**src/rtl/hmc_consts.svh**
```systemverilog
/*
 * constants for the health monitor command unit: task-file offsets,
 * field positions, command codes, reset values and timing counts.
 * assumes a 50 MHz clock and inclusion by bare name.
 */
`ifndef HMC_CONSTS_SVH
`define HMC_CONSTS_SVH

// ----------------------------------------------------------------------
// register offsets on the plain register port
// ----------------------------------------------------------------------
`define HMC_OFF_FEATURE    4'h1
`define HMC_OFF_ROUTINE    4'h3
`define HMC_OFF_SIG_MID    4'h4
`define HMC_OFF_SIG_HIGH   4'h5
`define HMC_OFF_UNIT       4'h6
`define HMC_OFF_OPCODE     4'h7
`define HMC_OFF_ERROR      4'h8
`define HMC_OFF_STATUS     4'h9
`define HMC_OFF_TEST_STAT  4'hA
`define HMC_OFF_CTRL       4'hB

// ----------------------------------------------------------------------
// bit positions
// ----------------------------------------------------------------------
`define HMC_ST_BUSY        7
`define HMC_ST_READY       6
`define HMC_ST_FAULT       5
`define HMC_ST_DREQ        3
`define HMC_ST_ERR         0
`define HMC_ER_ID_NOT_FOUND_FLAG        4
`define HMC_ER_ABORT       2
`define HMC_DEV_SEL        4

// ----------------------------------------------------------------------
// command and signature codes
// ----------------------------------------------------------------------
`define HMC_OPC_MONITOR    8'hB0
`define HMC_FEAT_ENABLE    8'hD8
`define HMC_FEAT_EXECUTE   8'hD4
`define HMC_SIG_MID        8'h4F
`define HMC_SIG_HIGH       8'hC2
`define HMC_FAIL_MID       8'hF4
`define HMC_FAIL_HIGH      8'h2C
`define HMC_SUB_COLLECT    8'h00
`define HMC_SUB_SHORT_BG   8'h01
`define HMC_SUB_EXT_BG     8'h02
`define HMC_SUB_ABORT_BG   8'h7F
`define HMC_SUB_SHORT_FG   8'h81
`define HMC_SUB_EXT_FG     8'h82

// ----------------------------------------------------------------------
// reset values and timing
// ----------------------------------------------------------------------
`define HMC_STATUS_RST     8'h40
`define HMC_STATUS_LOAD    8'h80
`define HMC_SERVICE_MS     2000
`define HMC_CLK_KHZ        50000
`define HMC_SERVICE_CYC    (`HMC_SERVICE_MS * `HMC_CLK_KHZ)

`endif

```
**src/rtl/hmc_pkg.sv**
```systemverilog
/*
 * types for the health monitor command unit.
 * assumes nothing beyond a SystemVerilog compiler.
 */
package hmc_pkg;
  // command engine states
  typedef enum logic [2:0] {
    HMC_IDLE,
    HMC_LOAD,
    HMC_DECODE,
    HMC_FG_RUN,
    HMC_DONE
  } hmc_state_t;

  // routine kinds decoded from routine_select
  typedef enum logic [2:0] {
    HMC_RT_NONE,
    HMC_RT_BG,
    HMC_RT_BG_STOP,
    HMC_RT_FG,
    HMC_RT_BAD
  } hmc_routine_t;
endpackage

```
**src/rtl/hmc_routine_timer.sv**
```systemverilog
/*
 * routine runner: counts a routine's duration and reports done.
 * assumes start is a one-cycle pulse and stop aborts at once.
 */
`timescale 1ns/10ps
`include "hmc_consts.svh"

module hmc_routine_timer #(
  parameter int CW = 24                  // counter width
) (
  input  wire logic          clock,      // 50 MHz clock
  input  wire logic          rst_n,      // sync reset, active low
  input  wire logic          start,      // start a routine
  input  wire logic          stop,       // abort running routine
  input  wire logic [CW-1:0] length,     // routine length in cycles
  output logic               running,    // routine in progress
  output logic               done        // pulse at natural end
);
  // ----------------------------------------------------------------
  // countdown
  // ----------------------------------------------------------------
  logic [CW-1:0] cnt_r;                  // cycles left
  logic          run_r;                  // running flag
  logic          done_r;                 // end pulse
  wire  logic    last = run_r && (cnt_r <= CW'(1)); // final cycle

  // restart wins over stop so a new routine replaces the old one
  always_ff @(posedge clock) begin
    if (!rst_n) begin
      cnt_r  <= '0;
      run_r  <= 1'b0;
      done_r <= 1'b0;
    end else begin
      done_r <= last && !start && !stop;
      if (start) begin
        cnt_r <= length;
        run_r <= 1'b1;
      end else if (stop || last) begin
        run_r <= 1'b0;
      end else if (run_r) begin
        cnt_r <= cnt_r - CW'(1);
      end
    end
  end

  assign running = run_r;
  assign done    = done_r;
endmodule

```
**src/rtl/hmc_command_unit.sv**
```systemverilog
/*
 * health monitor command unit: decodes the monitor enable and the
 * immediate routine execute commands, runs routines and completes
 * with status, error and signature values.
 * assumes a host adapter on a plain register port, single clock,
 * and a non-volatile store that holds the enable flag outside.
 */
`timescale 1ns/10ps
`include "hmc_consts.svh"

// Functional notes
// - enable is B0h with D8h, 4Fh, C2h
// - enable success: ready set, others clear
// - bad enable values set abort flag
// - abort: busy, dreq clear, ready, err follows
// - may abort when action impossible
// - no monitoring before enable received
// - enable state kept in nonvolatile store
// - repeated enable changes nothing
// - device select bit returned on completion
// - execute is B0h with D4h, 4Fh, C2h
// - routine chosen from routine select value
// - foreground pass returns 4Fh and C2h
// - execute success: ready set, others clear
// - execute aborts if disabled or invalid
// - foreground fail returns F4h and 2Ch
// - foreground test failure sets abort flag
// - missing data sector sets id flag
// - foreground other abort returns 4Fh mid
// - routine codes 0,1,2,127,129,130 decoded
// - background runs after completion, no busy
// - foreground holds busy until result stored
// - new command stops background within limit
module hmc_command_unit #(
  parameter int TW        = 24,           // routine timer width
  parameter int SHORT_CYC = 1000,         // short test length
  parameter int EXT_CYC   = 10000,        // extended test length
  parameter int SERVICE_CYC = `HMC_SERVICE_CYC // background stop limit
) (
  input  wire logic       clock,          // 50 MHz clock
  input  wire logic       rst_n,          // sync reset, active low
  input  wire logic [3:0] reg_addr,       // register offset
  input  wire logic [7:0] reg_wdata,      // write data
  input  wire logic       reg_wr,         // write strobe
  input  wire logic       reg_rd,         // read strobe
  output logic      [7:0] reg_rdata,      // read data, next cycle
  input  wire logic       nv_valid,       // store has delivered flag
  input  wire logic       nv_enabled,     // stored enable flag
  output logic            nv_write,       // pulse: save enable flag
  output logic            nv_wdata,       // flag value to save
  input  wire logic       test_fail,      // routine saw a failure
  input  wire logic       sector_missing, // data sector id not found
  input  wire logic       dev_fault,      // device fault present
  output logic            monitor_on,     // monitoring active
  output logic            bg_running      // background routine busy
);
  // ----------------------------------------------------------------
  // task-file registers
  // ----------------------------------------------------------------
  logic [7:0] feature_r;                  // feature_select
  logic [7:0] routine_r;                  // routine_select
  logic [7:0] sig_mid_r;                  // signature_mid
  logic [7:0] sig_high_r;                 // signature_high
  logic [7:0] unit_r;                     // unit_select
  logic [7:0] error_r, error_nxt;         // error_flags
  logic [7:0] status_r, status_nxt;       // status_flags
  logic [7:0] test_stat_r;                // self-test result byte
  logic [7:0] rdata_r;                    // read data register
  logic       enabled_r;                  // monitoring enabled
  logic       loaded_r;                   // enable flag reloaded
  logic       fg_r;                       // foreground run active
  logic [7:0] opcode_r;                   // captured opcode
  hmc_pkg::hmc_state_t   state_r, state_nxt; // command state
  hmc_pkg::hmc_routine_t kind;            // decoded routine kind

  // ----------------------------------------------------------------
  // decode of host strobes
  // ----------------------------------------------------------------
  wire logic wr_op   = reg_wr && (reg_addr == `HMC_OFF_OPCODE);
  wire logic sig_ok  = (sig_mid_r == `HMC_SIG_MID) &&
                       (sig_high_r == `HMC_SIG_HIGH);
  wire logic is_mon  = (opcode_r == `HMC_OPC_MONITOR);
  wire logic is_en   = is_mon && sig_ok &&
                       (feature_r == `HMC_FEAT_ENABLE);
  wire logic is_ex   = is_mon && sig_ok &&
                       (feature_r == `HMC_FEAT_EXECUTE);
  // no opcode is taken until the stored flag is back
  wire logic take_op = wr_op && loaded_r &&
                       (state_r == hmc_pkg::HMC_IDLE);

  always_comb begin
    unique case (routine_r)
      `HMC_SUB_COLLECT, `HMC_SUB_SHORT_BG,
      `HMC_SUB_EXT_BG:   kind = hmc_pkg::HMC_RT_BG;
      `HMC_SUB_ABORT_BG: kind = hmc_pkg::HMC_RT_BG_STOP;
      `HMC_SUB_SHORT_FG,
      `HMC_SUB_EXT_FG:   kind = hmc_pkg::HMC_RT_FG;
      default:           kind = hmc_pkg::HMC_RT_BAD;
    endcase
  end

  // abort decided in the decode cycle
  wire logic ex_ok   = is_ex && enabled_r &&
                       (kind != hmc_pkg::HMC_RT_BAD);
  wire logic cmd_ok  = is_en || ex_ok;
  wire logic fg_req  = routine_r[7];      // foreground code family
  // foreground code refused for a reason other than failure
  wire logic fg_refused = is_mon && fg_req && !ex_ok &&
                          (feature_r == `HMC_FEAT_EXECUTE);
  wire logic start_bg = (state_r == hmc_pkg::HMC_DECODE) && ex_ok &&
                        (kind == hmc_pkg::HMC_RT_BG);
  wire logic start_fg = (state_r == hmc_pkg::HMC_DECODE) && ex_ok &&
                        (kind == hmc_pkg::HMC_RT_FG);
  wire logic ext_sel  = routine_r[1];     // extended variant
  wire logic [TW-1:0] run_len = ext_sel ? TW'(EXT_CYC) :
                                          TW'(SHORT_CYC);

  // ----------------------------------------------------------------
  // routine timer
  // ----------------------------------------------------------------
  logic run_busy;                         // timer running
  logic run_done;                         // timer finished
  // any new command stops a background routine
  wire logic stop_run = (take_op && !fg_r) ||
                        ((state_r == hmc_pkg::HMC_DECODE) &&
                         (kind == hmc_pkg::HMC_RT_BG_STOP) && ex_ok);

  hmc_routine_timer #(.CW(TW)) u_timer (
    .clock   (clock),
    .rst_n   (rst_n),
    .start   (start_bg || start_fg),
    .stop    (stop_run),
    .length  (run_len),
    .running (run_busy),
    .done    (run_done)
  );

  // ----------------------------------------------------------------
  // command state machine
  // ----------------------------------------------------------------
  // load cycle lets the opcode register settle before decode
  always_comb begin
    state_nxt = state_r;
    unique case (state_r)
      hmc_pkg::HMC_IDLE:   if (take_op) state_nxt = hmc_pkg::HMC_LOAD;
      hmc_pkg::HMC_LOAD:   state_nxt = hmc_pkg::HMC_DECODE;
      hmc_pkg::HMC_DECODE: state_nxt = start_fg ? hmc_pkg::HMC_FG_RUN
                                                : hmc_pkg::HMC_DONE;
      hmc_pkg::HMC_FG_RUN: if (run_done) state_nxt = hmc_pkg::HMC_DONE;
      hmc_pkg::HMC_DONE:   state_nxt = hmc_pkg::HMC_IDLE;
    endcase
  end

  // ----------------------------------------------------------------
  // completion values
  // ----------------------------------------------------------------
  wire logic fg_fail = fg_r && run_done && test_fail;
  wire logic [7:0] err_done = {3'b000, sector_missing, 1'b0,
                               !cmd_ok, 2'b00};

  always_comb begin
    status_nxt = status_r;
    error_nxt  = error_r;
    if (take_op) begin
      status_nxt = 8'h80;                 // busy raised on opcode write
    end else if (state_r == hmc_pkg::HMC_DECODE && !start_fg) begin
      // id flag raised with the completion
      error_nxt  = is_ex ? err_done : {5'b0_0000, !cmd_ok, 2'b00};
      status_nxt = {1'b0, 1'b1, dev_fault && (error_nxt != 8'h00),
                    4'b0000, error_nxt != 8'h00};
      status_nxt[`HMC_ST_FAULT] = dev_fault && !cmd_ok;
    end else if (state_r == hmc_pkg::HMC_FG_RUN && run_done) begin
      error_nxt  = {3'b000, sector_missing, 1'b0, test_fail, 2'b00};
      status_nxt = {1'b0, 1'b1, dev_fault && test_fail, 4'b0000,
                    error_nxt != 8'h00};
    end
  end

  // ----------------------------------------------------------------
  // register writes and completion
  // ----------------------------------------------------------------
  always_ff @(posedge clock) begin
    if (!rst_n) begin
      feature_r  <= 8'h00;
      routine_r  <= 8'h00;
      sig_mid_r  <= 8'h00;
      sig_high_r <= 8'h00;
      unit_r     <= 8'h00;
      opcode_r   <= 8'h00;
      error_r    <= 8'h00;
      status_r   <= `HMC_STATUS_LOAD;
      test_stat_r <= 8'h00;
      state_r    <= hmc_pkg::HMC_IDLE;
      fg_r       <= 1'b0;
    end else begin
      state_r  <= state_nxt;
      status_r <= status_nxt;
      error_r  <= error_nxt;
      // busy until the flag is back, then plain ready
      if (!loaded_r) begin
        status_r <= nv_valid ? `HMC_STATUS_RST : `HMC_STATUS_LOAD;
      end
      if (reg_wr && state_r == hmc_pkg::HMC_IDLE) begin
        unique case (reg_addr)
          `HMC_OFF_FEATURE:  feature_r  <= reg_wdata;
          `HMC_OFF_ROUTINE:  routine_r  <= reg_wdata;
          `HMC_OFF_SIG_MID:  sig_mid_r  <= reg_wdata;
          `HMC_OFF_SIG_HIGH: sig_high_r <= reg_wdata;
          `HMC_OFF_UNIT:     unit_r     <= reg_wdata;
          `HMC_OFF_OPCODE:   opcode_r   <= reg_wdata;
          default: ;
        endcase
      end
      if (start_fg) begin
        fg_r <= 1'b1;
      end
      if (state_r == hmc_pkg::HMC_FG_RUN && run_done) begin
        fg_r        <= 1'b0;
        test_stat_r <= {7'h00, test_fail};
        sig_mid_r   <= fg_fail ? `HMC_FAIL_MID  : `HMC_SIG_MID;
        sig_high_r  <= fg_fail ? `HMC_FAIL_HIGH : `HMC_SIG_HIGH;
      end
      if (state_r == hmc_pkg::HMC_DECODE && fg_refused) begin
        sig_mid_r  <= `HMC_SIG_MID;
        sig_high_r <= `HMC_SIG_HIGH;
      end
    end
  end

  // ----------------------------------------------------------------
  // enable flag and non-volatile store
  // ----------------------------------------------------------------
  // reload once, save on change
  always_ff @(posedge clock) begin
    if (!rst_n) begin
      enabled_r <= 1'b0;
      loaded_r  <= 1'b0;
      nv_write  <= 1'b0;
      nv_wdata  <= 1'b0;
    end else begin
      nv_write <= 1'b0;
      if (!loaded_r && nv_valid) begin
        loaded_r  <= 1'b1;
        enabled_r <= nv_enabled;
      end
      if (state_r == hmc_pkg::HMC_DECODE && is_en && !enabled_r) begin
        enabled_r <= 1'b1;
        nv_write  <= 1'b1;
        nv_wdata  <= 1'b1;
      end
    end
  end

  // ----------------------------------------------------------------
  // read port
  // ----------------------------------------------------------------
  // device select bit read back from unit register
  wire logic [7:0] unit_rd = {3'b000, unit_r[`HMC_DEV_SEL], 4'h0};
  wire logic [7:0] rd_mux =
    (reg_addr == `HMC_OFF_ROUTINE)   ? routine_r  :
    (reg_addr == `HMC_OFF_SIG_MID)   ? sig_mid_r  :
    (reg_addr == `HMC_OFF_SIG_HIGH)  ? sig_high_r :
    (reg_addr == `HMC_OFF_UNIT)      ? unit_rd    :
    (reg_addr == `HMC_OFF_ERROR)     ? error_r    :
    (reg_addr == `HMC_OFF_STATUS)    ? status_r   :
    (reg_addr == `HMC_OFF_TEST_STAT) ? test_stat_r :
    (reg_addr == `HMC_OFF_CTRL)      ? {6'h00, run_busy, enabled_r} :
                                       8'h00;

  // read data stand for exactly the cycle after the strobe
  always_ff @(posedge clock) begin
    if (!rst_n) begin
      rdata_r <= 8'h00;
    end else begin
      rdata_r <= reg_rd ? rd_mux : 8'h00;
    end
  end

  assign reg_rdata  = rdata_r;
  assign monitor_on = enabled_r && loaded_r;
  assign bg_running = run_busy && !fg_r;

  // ----------------------------------------------------------------
  // checks
  // ----------------------------------------------------------------
  // helper terms sampled by the checks below
  wire logic en_decode = (state_r == hmc_pkg::HMC_DECODE) && is_en;
  wire logic reload_on = !loaded_r && nv_valid && nv_enabled;

  a_fg_busy_hold: assert property (
    @(posedge clock) disable iff (!rst_n)
    fg_r |-> status_r[`HMC_ST_BUSY])
    else $error("busy dropped during foreground routine");
  a_bg_no_busy: assert property (
    @(posedge clock) disable iff (!rst_n)
    bg_running && state_r == hmc_pkg::HMC_IDLE && loaded_r
    |-> !status_r[`HMC_ST_BUSY])
    else $error("busy raised during background routine");
  a_enable_done: assert property (
    @(posedge clock) disable iff (!rst_n)
    en_decode && loaded_r
    |=> status_r == 8'h40 && error_r == 8'h00)
    else $error("enable did not complete cleanly");
  a_bad_abort: assert property (
    @(posedge clock) disable iff (!rst_n)
    state_r == hmc_pkg::HMC_DECODE && !cmd_ok && loaded_r
    |=> error_r[`HMC_ER_ABORT] && status_r[`HMC_ST_ERR]
        && status_r[`HMC_ST_READY])
    else $error("invalid command not aborted");
  a_exec_gate: assert property (
    @(posedge clock) disable iff (!rst_n)
    state_r == hmc_pkg::HMC_DECODE && is_ex && !enabled_r
    |=> error_r[`HMC_ER_ABORT])
    else $error("execute accepted while disabled");
  a_fail_sig: assert property (
    @(posedge clock) disable iff (!rst_n)
    fg_fail |=> sig_mid_r == 8'hF4 && sig_high_r == 8'h2C
        && error_r[`HMC_ER_ABORT])
    else $error("foreground failure signature wrong");
  a_enable_sticky: assert property (
    @(posedge clock) disable iff (!rst_n)
    enabled_r && loaded_r |=> enabled_r)
    else $error("enable flag lost");
  a_mon_gate: assert property (
    @(posedge clock) disable iff (!rst_n)
    $rose(monitor_on) |-> $past(en_decode) || $past(reload_on))
    else $error("monitoring started without enable");
  a_first_save: assert property (
    @(posedge clock) disable iff (!rst_n)
    en_decode && !enabled_r |=> nv_write && nv_wdata)
    else $error("first enable not saved");
  a_repeat_quiet: assert property (
    @(posedge clock) disable iff (!rst_n)
    en_decode && enabled_r |=> !nv_write && enabled_r)
    else $error("repeated enable disturbed the stored flag");
  a_bg_stop: assert property (
    @(posedge clock) disable iff (!rst_n)
    take_op && bg_running |=> !bg_running)
    else $error("background routine not stopped by new command");
  a_fg_refused: assert property (
    @(posedge clock) disable iff (!rst_n)
    state_r == hmc_pkg::HMC_DECODE && fg_refused
    |=> sig_mid_r == `HMC_SIG_MID)
    else $error("refused foreground request lost signature");
  a_reload_busy: assert property (
    @(posedge clock) disable iff (!rst_n)
    !loaded_r |-> status_r[`HMC_ST_BUSY] && !take_op)
    else $error("ready shown before enable flag reload");
endmodule

```
**config.mk**
```make
export PLATFORM = sky130hd
export DESIGN_NAME = hmc_command_unit
export DESIGN_NICKNAME = d
export VERILOG_FILES = /design/src/rtl/hmc_pkg.sv /design/src/rtl/hmc_routine_timer.sv /design/src/rtl/hmc_command_unit.sv
export VERILOG_INCLUDE_DIRS = /design/src /design/src/rtl
export SDC_FILE = /design/constraint.sdc
export NUM_CORES = 1
export LEC_CHECK = 0
export ABC_AREA = 1
export BUFFER_PORTS_ARGS = -buffer_cell sky130_fd_sc_hd__buf_2
export CORE_ASPECT_RATIO = 0.75
export CORE_MARGIN = 4
export CORE_UTILIZATION = 35
export CTS_CLUSTER_DIAMETER = 150
export DETAILED_ROUTE_END_ITERATION = 8
export MAX_ROUTING_LAYER = met4
export PLACE_DENSITY = 0.48
export SKIP_LAST_GASP = 1
export SLEW_MARGIN = 20
export SYNTH_ARGS = -nofsm -noshare
export SYNTH_HDL_FRONTEND = slang
export SYNTH_HIERARCHICAL = 1
export SYNTH_SLANG_ARGS = --single-unit
```
**constraint.sdc**
```tcl
create_clock -name clock -period 5.08 [get_ports clock]
set_input_delay 0.508 -clock clock [delete_from_list [all_inputs] [get_ports clock]]
set_output_delay 0.508 -clock clock [all_outputs]
set_load 0.01 [all_outputs]
```
=== After elaboration in Yosys (flattened, before gate mapping) ===
Cells that the tools add are included.

* Register bits: 104
* Input port bits: 21
* Output and inout bits: 12
* Logic and storage cells: 173

* $add $sub $neg: 1
* Order comparisons: 1
* Equality and inequality tests: 32
* Multiplexer cells: 40
* Bitwise operators: 2
* Reductions and logical operators: 76

{| class="wikitable"
|+ Operators with widths
! cell !! number
|-
| 8-bit 2-to-1 mux || 22
|-
| 24-bit 2-to-1 mux || 3
|-
| 8-bit equality test (second input constant) || 6
|-
| 1-bit logical AND || 34
|-
| 24-bit by 1-bit less-or-equal comparator with 1-bit output (second input constant) || 1
|-
| 2-bit AND reduction || 12
|-
| 24-bit by 1-bit subtractor with 24-bit output (second input constant) || 1
|-
| 4-bit by 3-bit equality test with 1-bit output (second input constant) || 4
|-
| 4-bit equality test (second input constant) || 4
|-
| 8-bit by 7-bit equality test with 1-bit output (second input constant) || 2
|-
| 2-bit nonzero test || 8
|-
| 3-bit one-hot mux with 5 select lines || 1
|-
| 14-bit 2-to-1 mux || 1
|-
| 3-bit by 2-bit equality test with 1-bit output (second input constant) || 4
|-
| 3-bit 2-to-1 mux || 3
|-
| 3-bit one-hot mux with 3 select lines || 1
|-
| 3-bit nonzero test || 3
|-
| 8-bit by 1-bit equality test with 1-bit output (second input constant) || 1
|-
| 8-bit by 2-bit equality test with 1-bit output (second input constant) || 1
|-
| 1-bit logical NOT || 8
|-
| 8-bit logical NOT || 1
|-
| 8-bit nonzero test || 1
|-
| 7-bit 2-to-1 mux || 1
|-
| 3-bit by 1-bit equality test with 1-bit output (second input constant) || 2
|-
| 15 further kinds || 27
|}

=== Depth between registers and ports, before layout ===
* Depth after elaboration: 13
* Mapped depth: 17
* Gate-level depth less buffers: 17

=== Cells and area by module ===
The synthesis kept the hierarchy.

{| class="wikitable"
|+ Modules (own cells, without submodules)
! module !! instances !! cells an instance !! area each (µm²) !! sequential area each (µm²)
|-
| hmc_command_unit || 1 || 460 || 3,239.4 || 1,281.2
|-
| hmc_routine_timer || 1 || 334 || 1,894.3 || 520.5
|}

=== Worst setup path after synthesis ===
No wires, ideal clock.

* Path kind: register to register
* Start: register feature_r[0]
* End: register u_timer.cnt_r[10]
* Library setup time: 0.114 ns
* Arrival time: 2.081 ns
* Data required time: 4.966 ns
* Path slack: 2.885 ns
* Cell stages (with the launch flop): 16
* Buffers on the path: 2
* Clock period less this slack: 2.195 ns
* Cells stage by stage: dfxtp_1 > or2_4 > nor2_4 > nand2_2 > nor2_4 > nand3_4 > nor2_2 > inv_1 > a21oi_1 > buf_2 > clkinv_1 > clkbuf_1 > o21ai_0 > a21oi_1 > nand2_1 > nand2_1

* Cells in the longest elaborated chain, start to end: 9
* Elaborated cells between the ends (all ways): 15
* Classes of those cells: 2 x eq/ne; 1 x mux; 12 x reduce/logical

{| class="wikitable"
|+ Ends and longest elaborated chain
! item !! line !! source
|-
| start: declaration || hmc_command_unit.sv:60 || <nowiki>logic [7:0] feature_r;</nowiki>
|-
| start signal: assignment || hmc_command_unit.sv:205 || <nowiki>`HMC_OFF_FEATURE: feature_r <= reg_wdata;</nowiki>
|-
| 8-bit equality test (no source line) (*) || - ||
|-
| 1-bit logical AND (*) || hmc_command_unit.sv:85 || <nowiki>wire logic is_ex = is_mon && sig_ok &&</nowiki>
|-
| 1-bit logical AND (*) (2 in a row) || hmc_command_unit.sv:103 || <nowiki>wire logic ex_ok = is_ex && enabled_r &&</nowiki>
|-
| 1-bit logical AND (on tied branches) || hmc_command_unit.sv:126, hmc_command_unit.sv:110, hmc_command_unit.sv:112 ||
|-
| 1-bit logical OR (tied with other cells) || hmc_command_unit.sv:124 || <nowiki>wire logic stop_run = (take_op && !fg_r) ||</nowiki>
|-
| 1-bit logical OR (on tied branches) || hmc_routine_timer.sv:38, hmc_command_unit.sv:131 ||
|-
| 2-bit by 1-bit inequality test with 1-bit output (no source line) or 2-bit nonzero test (tied branches) || - ||
|-
| 2-bit AND reduction (no source line) || - ||
|-
| end signal: assignment || hmc_routine_timer.sv:36 || <nowiki>cnt_r <= length;</nowiki>
|-
| end signal: assignment || hmc_routine_timer.sv:41 || <nowiki>cnt_r <= cnt_r - CW'(1);</nowiki>
|-
| end: declaration || hmc_routine_timer.sv:22 || <nowiki>logic [CW-1:0] cnt_r;</nowiki>
|}

Mark *: on every way between the ends. The rest lies on a longest branch, timed or not.
A chain may end at the register's enable or synchronous reset.

=== Worst setup path in the final report ===
* Start: register sig_mid_r[0]
* End: register u_timer.cnt_r[18]

* Cells in the longest elaborated chain, start to end: 11
* Elaborated cells between the ends (all ways): 17
* Classes of those cells: 2 x eq/ne; 1 x mux; 14 x reduce/logical

{| class="wikitable"
|+ Ends and longest elaborated chain
! item !! line !! source
|-
| start: declaration || hmc_command_unit.sv:62 || <nowiki>logic [7:0] sig_mid_r;</nowiki>
|-
| start signal: assignment || hmc_command_unit.sv:207 || <nowiki>`HMC_OFF_SIG_MID: sig_mid_r <= reg_wdata;</nowiki>
|-
| start signal: assignment || hmc_command_unit.sv:220 || <nowiki>sig_mid_r <= fg_fail ? `HMC_FAIL_MID : `HMC_SIG_MID;</nowiki>
|-
| start signal: assignment || hmc_command_unit.sv:224 || <nowiki>sig_mid_r <= `HMC_SIG_MID;</nowiki>
|-
| 8-bit by 7-bit equality test with 1-bit output (no source line) (*) || - ||
|-
| 1-bit logical AND (*) || hmc_command_unit.sv:80 || <nowiki>wire logic sig_ok = (sig_mid_r == `HMC_SIG_MID) &&</nowiki>
|-
| 1-bit logical AND (*) (2 in a row) || hmc_command_unit.sv:85 ||
|-
| 1-bit logical AND (*) (2 in a row) || hmc_command_unit.sv:103 ||
|-
| 1-bit logical AND (on tied branches) || hmc_command_unit.sv:126, hmc_command_unit.sv:110, hmc_command_unit.sv:112 ||
|-
| 1-bit logical OR (tied with other cells) || hmc_command_unit.sv:124 ||
|-
| 1-bit logical OR (on tied branches) || hmc_routine_timer.sv:38, hmc_command_unit.sv:131 ||
|-
| 2-bit by 1-bit inequality test with 1-bit output (no source line) or 2-bit nonzero test (tied branches) || - ||
|-
| 2-bit AND reduction (no source line) || - ||
|}

Marks and branches as above.

==> metrics <==
die area roughly 0.017 mm2; Cell Count, Final, Fillers Out around 1000; R2R setup slack ~1.7 ns; worst path buffer plus inverter count 4; Slew headroom 0.357; dpl cells just over 1000; fmax 293 MHz; first-pass GRT wire length about 24 mm; register area share after synthesis 0.351; Total GRT Usage 0.191; Avg Inst Size Synth between 6 and 7 um2; Port Buf Inserts 32; top-count cell post-synth nand2_1; drt drc 0; Setup WS pre-CTS ~1.7 ns; minimum clock period 3.42 ns; fin crit share 0.672; most used cell, CP nor2_1; most area-hungry cell type in the Yosys netlist dfxtp_1; Finish-stage setup viols 0; max incr delay on CP ~0.7 ns; gpl congestion around 0.9; layout cells sized above 1 0.132; number of global-route vias before repair ~4500; fraction of registers with async set/reset 0; Overflow after GRT 0; Yosys top cell area share 0.351; Placement Rows 38; initial antenna violation count 0; routed vias 5110; Final nets ~860; crit-path leading delay family simple AND/OR/NAND/NOR gates; CP Depth 16; post-route setup TNS 0 ns; clock sinks 90; largest net degree at the start of global routing 40; DRT iter0 DRCs roughly 440; clk_skew between 0.006 and 0.007 ns; Fin. Hold Viols 0; Worst Slack Setup Final 1.66 ns; Post-Synth Simple-Gate Area 0.378; CP endpoint u_timer/cnt_r[18]$_SDFFE_PN0P_; DIE WIDTH between 100 and 150 um; post-DP HPWL around 12 mm; Ys Warns 6; Clock Tree Buf Depth 2; Multi-input gate area between 0.002 and 0.003 mm2; number of enable flip-flop cells after synthesis 0; IO Pins 33; cell leakage power between 2 and 3 nW; WS Path Type flip-flop to flip-flop; vias per cell 4.91; CP Capture Type flip-flop; TritonCTS Buffers 9; slowest cell on the critical path clkinv_1; top_reg_cell synth dfxtp_1; CTS Root Cell clkbuf_16; height of the die 113 um; Mapped Area slightly above 0.005 mm2; latest clock arrival within the worst-skew pair between 0.3 and 0.4 ns; largest family of logic cells by synthesized area simple AND/OR/NAND/NOR gates; outcome complete, no violations; Final Max Tran Viols 0; maximum vdd drop around 150 uV; Hold Crit Class primary input to flip-flop; Core ar. 0.0144 mm2; Ant. Diodes 0; Post-CTS Resized 0; Final ANT Viol Nets 0; Netlist cell types 47; # hold bufs at CTS 0; R2R depth 16; worst setup path start sig_mid_r[0]$_SDFFE_PN0P_; worst-path fanout max 27; crit-path cells nand2_1 -> inv_1 -> nand2_1 -> nor2_1 -> nand3_2 -> nor2_4 -> nand3_4 -> nor2_2 -> inv_1 -> a21oi_2 -> buf_4 -> clkinv_1 -> nand2_1 -> nor2_1 -> nor2_1 -> nor2_1; crit start category flip-flop; Critical Path AT roughly 3.6 ns; PwrDens 271 mW/mm2; FF+latch area 0.00180 mm2; xor-xnor portion of the synthesized cell area 0.0102; 1st-pass router iterations 6; RR Startpoint sig_mid_r[0]$_SDFFE_PN0P_; Req. time, crit path roughly 5.3 ns; Starting Density 0.356; synthesized flop and latch total 90; clock slew at reported path FFs ~0.07 ns; post-synthesis mux area share 0; Layout fillers roughly 1600; Synth Area in Adders 0.00487; Layout Area Growth over Synthesis 14.3%; Area contributors post-synth dfxtp_1 (35%), nand2_1 (14%), nor2_1 (9.0%); Worst-Margin Slew approximately 0.96 ns; Gate Count Post-Synth 794; RSZ-0062 raised after global routing no; DR WL/cell about 14 um; max-cap viol count 0; complex-gate fraction of the synthesized area 0.157; H-tree levels 3; FF-to-FF End u_timer/cnt_r[18]$_SDFFE_PN0P_; synth cell count leaders nand2_1 (194), nor2_1 (123), inv_1 (95); DRT Wirelength around 15 mm; Post-CTS Setup Inserts 0; CTS tree yes
cell families (layout without fill, tap and decap cells):
| family | count (synthesis) | in the layout |
|---|---|---|
| AOI/OAI and AO/OA | 142 | 142 |
| other | 2 | 17 |
| DFF | 90 | 90 |
| and+or+nand+nor | 425 | 425 |
| xor gates and xnor gates | 6 | 6 |
| buffers and inverters | 127 | 159 |
| adders and majority gates | 2 | 2 |
state kept, by name (all words and copies together) (netlist names), 2 cells and up:
register and flops:
reg_rdata 8, state_r 3, sig_mid_r 8, opcode_r 8, feature_r 8, status_r 4
u_timer/cnt_r 24, error_r 2, sig_high_r 8, routine_r 8
power by group:
part | switching, mW | internal (mW)
registers | 0.0134 | 0.718
clock network | 0.308 | 0.452
logic | 0.0670 | 0.0309
total | 0.388 | 1.20
cell type report:
type / count / area share
tap: 200 / 0.0426
clock inverter: 6 / 0.0166
sequential: 90 / 0.307
multi-input combinational: 592 / 0.493
inverter: 109 / 0.0706
clock buffer: 10 / 0.0407
timing repair buffer: 34 / 0.0299
how the worst min path moves through the flow:
stage / start / cells past startpoint / end
final: nv_enabled / 3 / enabled_r$_SDFFE_PN0P_
after global placement: nv_wdata$_SDFFE_PN0P_ / 2 / nv_wdata$_SDFFE_PN0P_
after floorplan: status_r[6]$_SDFFE_PN0P_ / 2 / status_r[6]$_SDFFE_PN0P_
after CTS: nv_enabled / 3 / enabled_r$_SDFFE_PN0P_
after global routing: nv_valid / 3 / loaded_r$_SDFFE_PN0P_
after detailed placement: nv_wdata$_SDFFE_PN0P_ / 2 / nv_wdata$_SDFFE_PN0P_
placed cells by master (no fill, tap or decap), types with 3 or more instances in the layout:
cell type,instances
nand2_2,7
nor3_1,9
xor2_1,4
dfxtp_1,90
nand2_4,4
inv_2,11
nand4_1,9
a21oi_2,4
clkbuf_16,9
clkinv_4,3
a41oi_1,4
nor2_4,8
inv_1,95
conb_1,17
nand3_1,44
nand2_1,194
a21oi_1,64
nand3_4,3
o21ai_0,48
nor3_2,3
o21ai_1,8
nor2_1,123
nor2_2,11
buf_2,32
a31oi_1,3
per-stage QoR:
step                power [mW]  area [um2]  hold WS (ns)  utilization
global route              1.65        5870         0.391        0.407
global placement         0.843        5530         0.431        0.384
finish                    1.59        5870         0.385        0.407
detailed placement       0.844        5530         0.439        0.384
floorplan                0.810        5190         0.428            -
CTS                       1.61        5870         0.372        0.407
worst reg2reg max path: cells and delay by family (launching register included):
family / cells / cell delay, ns
simple gates: 11 / 1.63
buf+inv: 4 / 1.13
flops: 1 / 0.42
compound gates: 1 / 0.09
per-layer routing:
metal,vias to the layer above,share of wire,GRT usage
met4,0,0.0094,0.0375
met5,-,0,-
met3,13,0.059,0.0508
met2,158,0.37,0.242
met1,2331,0.56,0.299
li1,2608,-,-
Power figures use the tool's default switching activity.
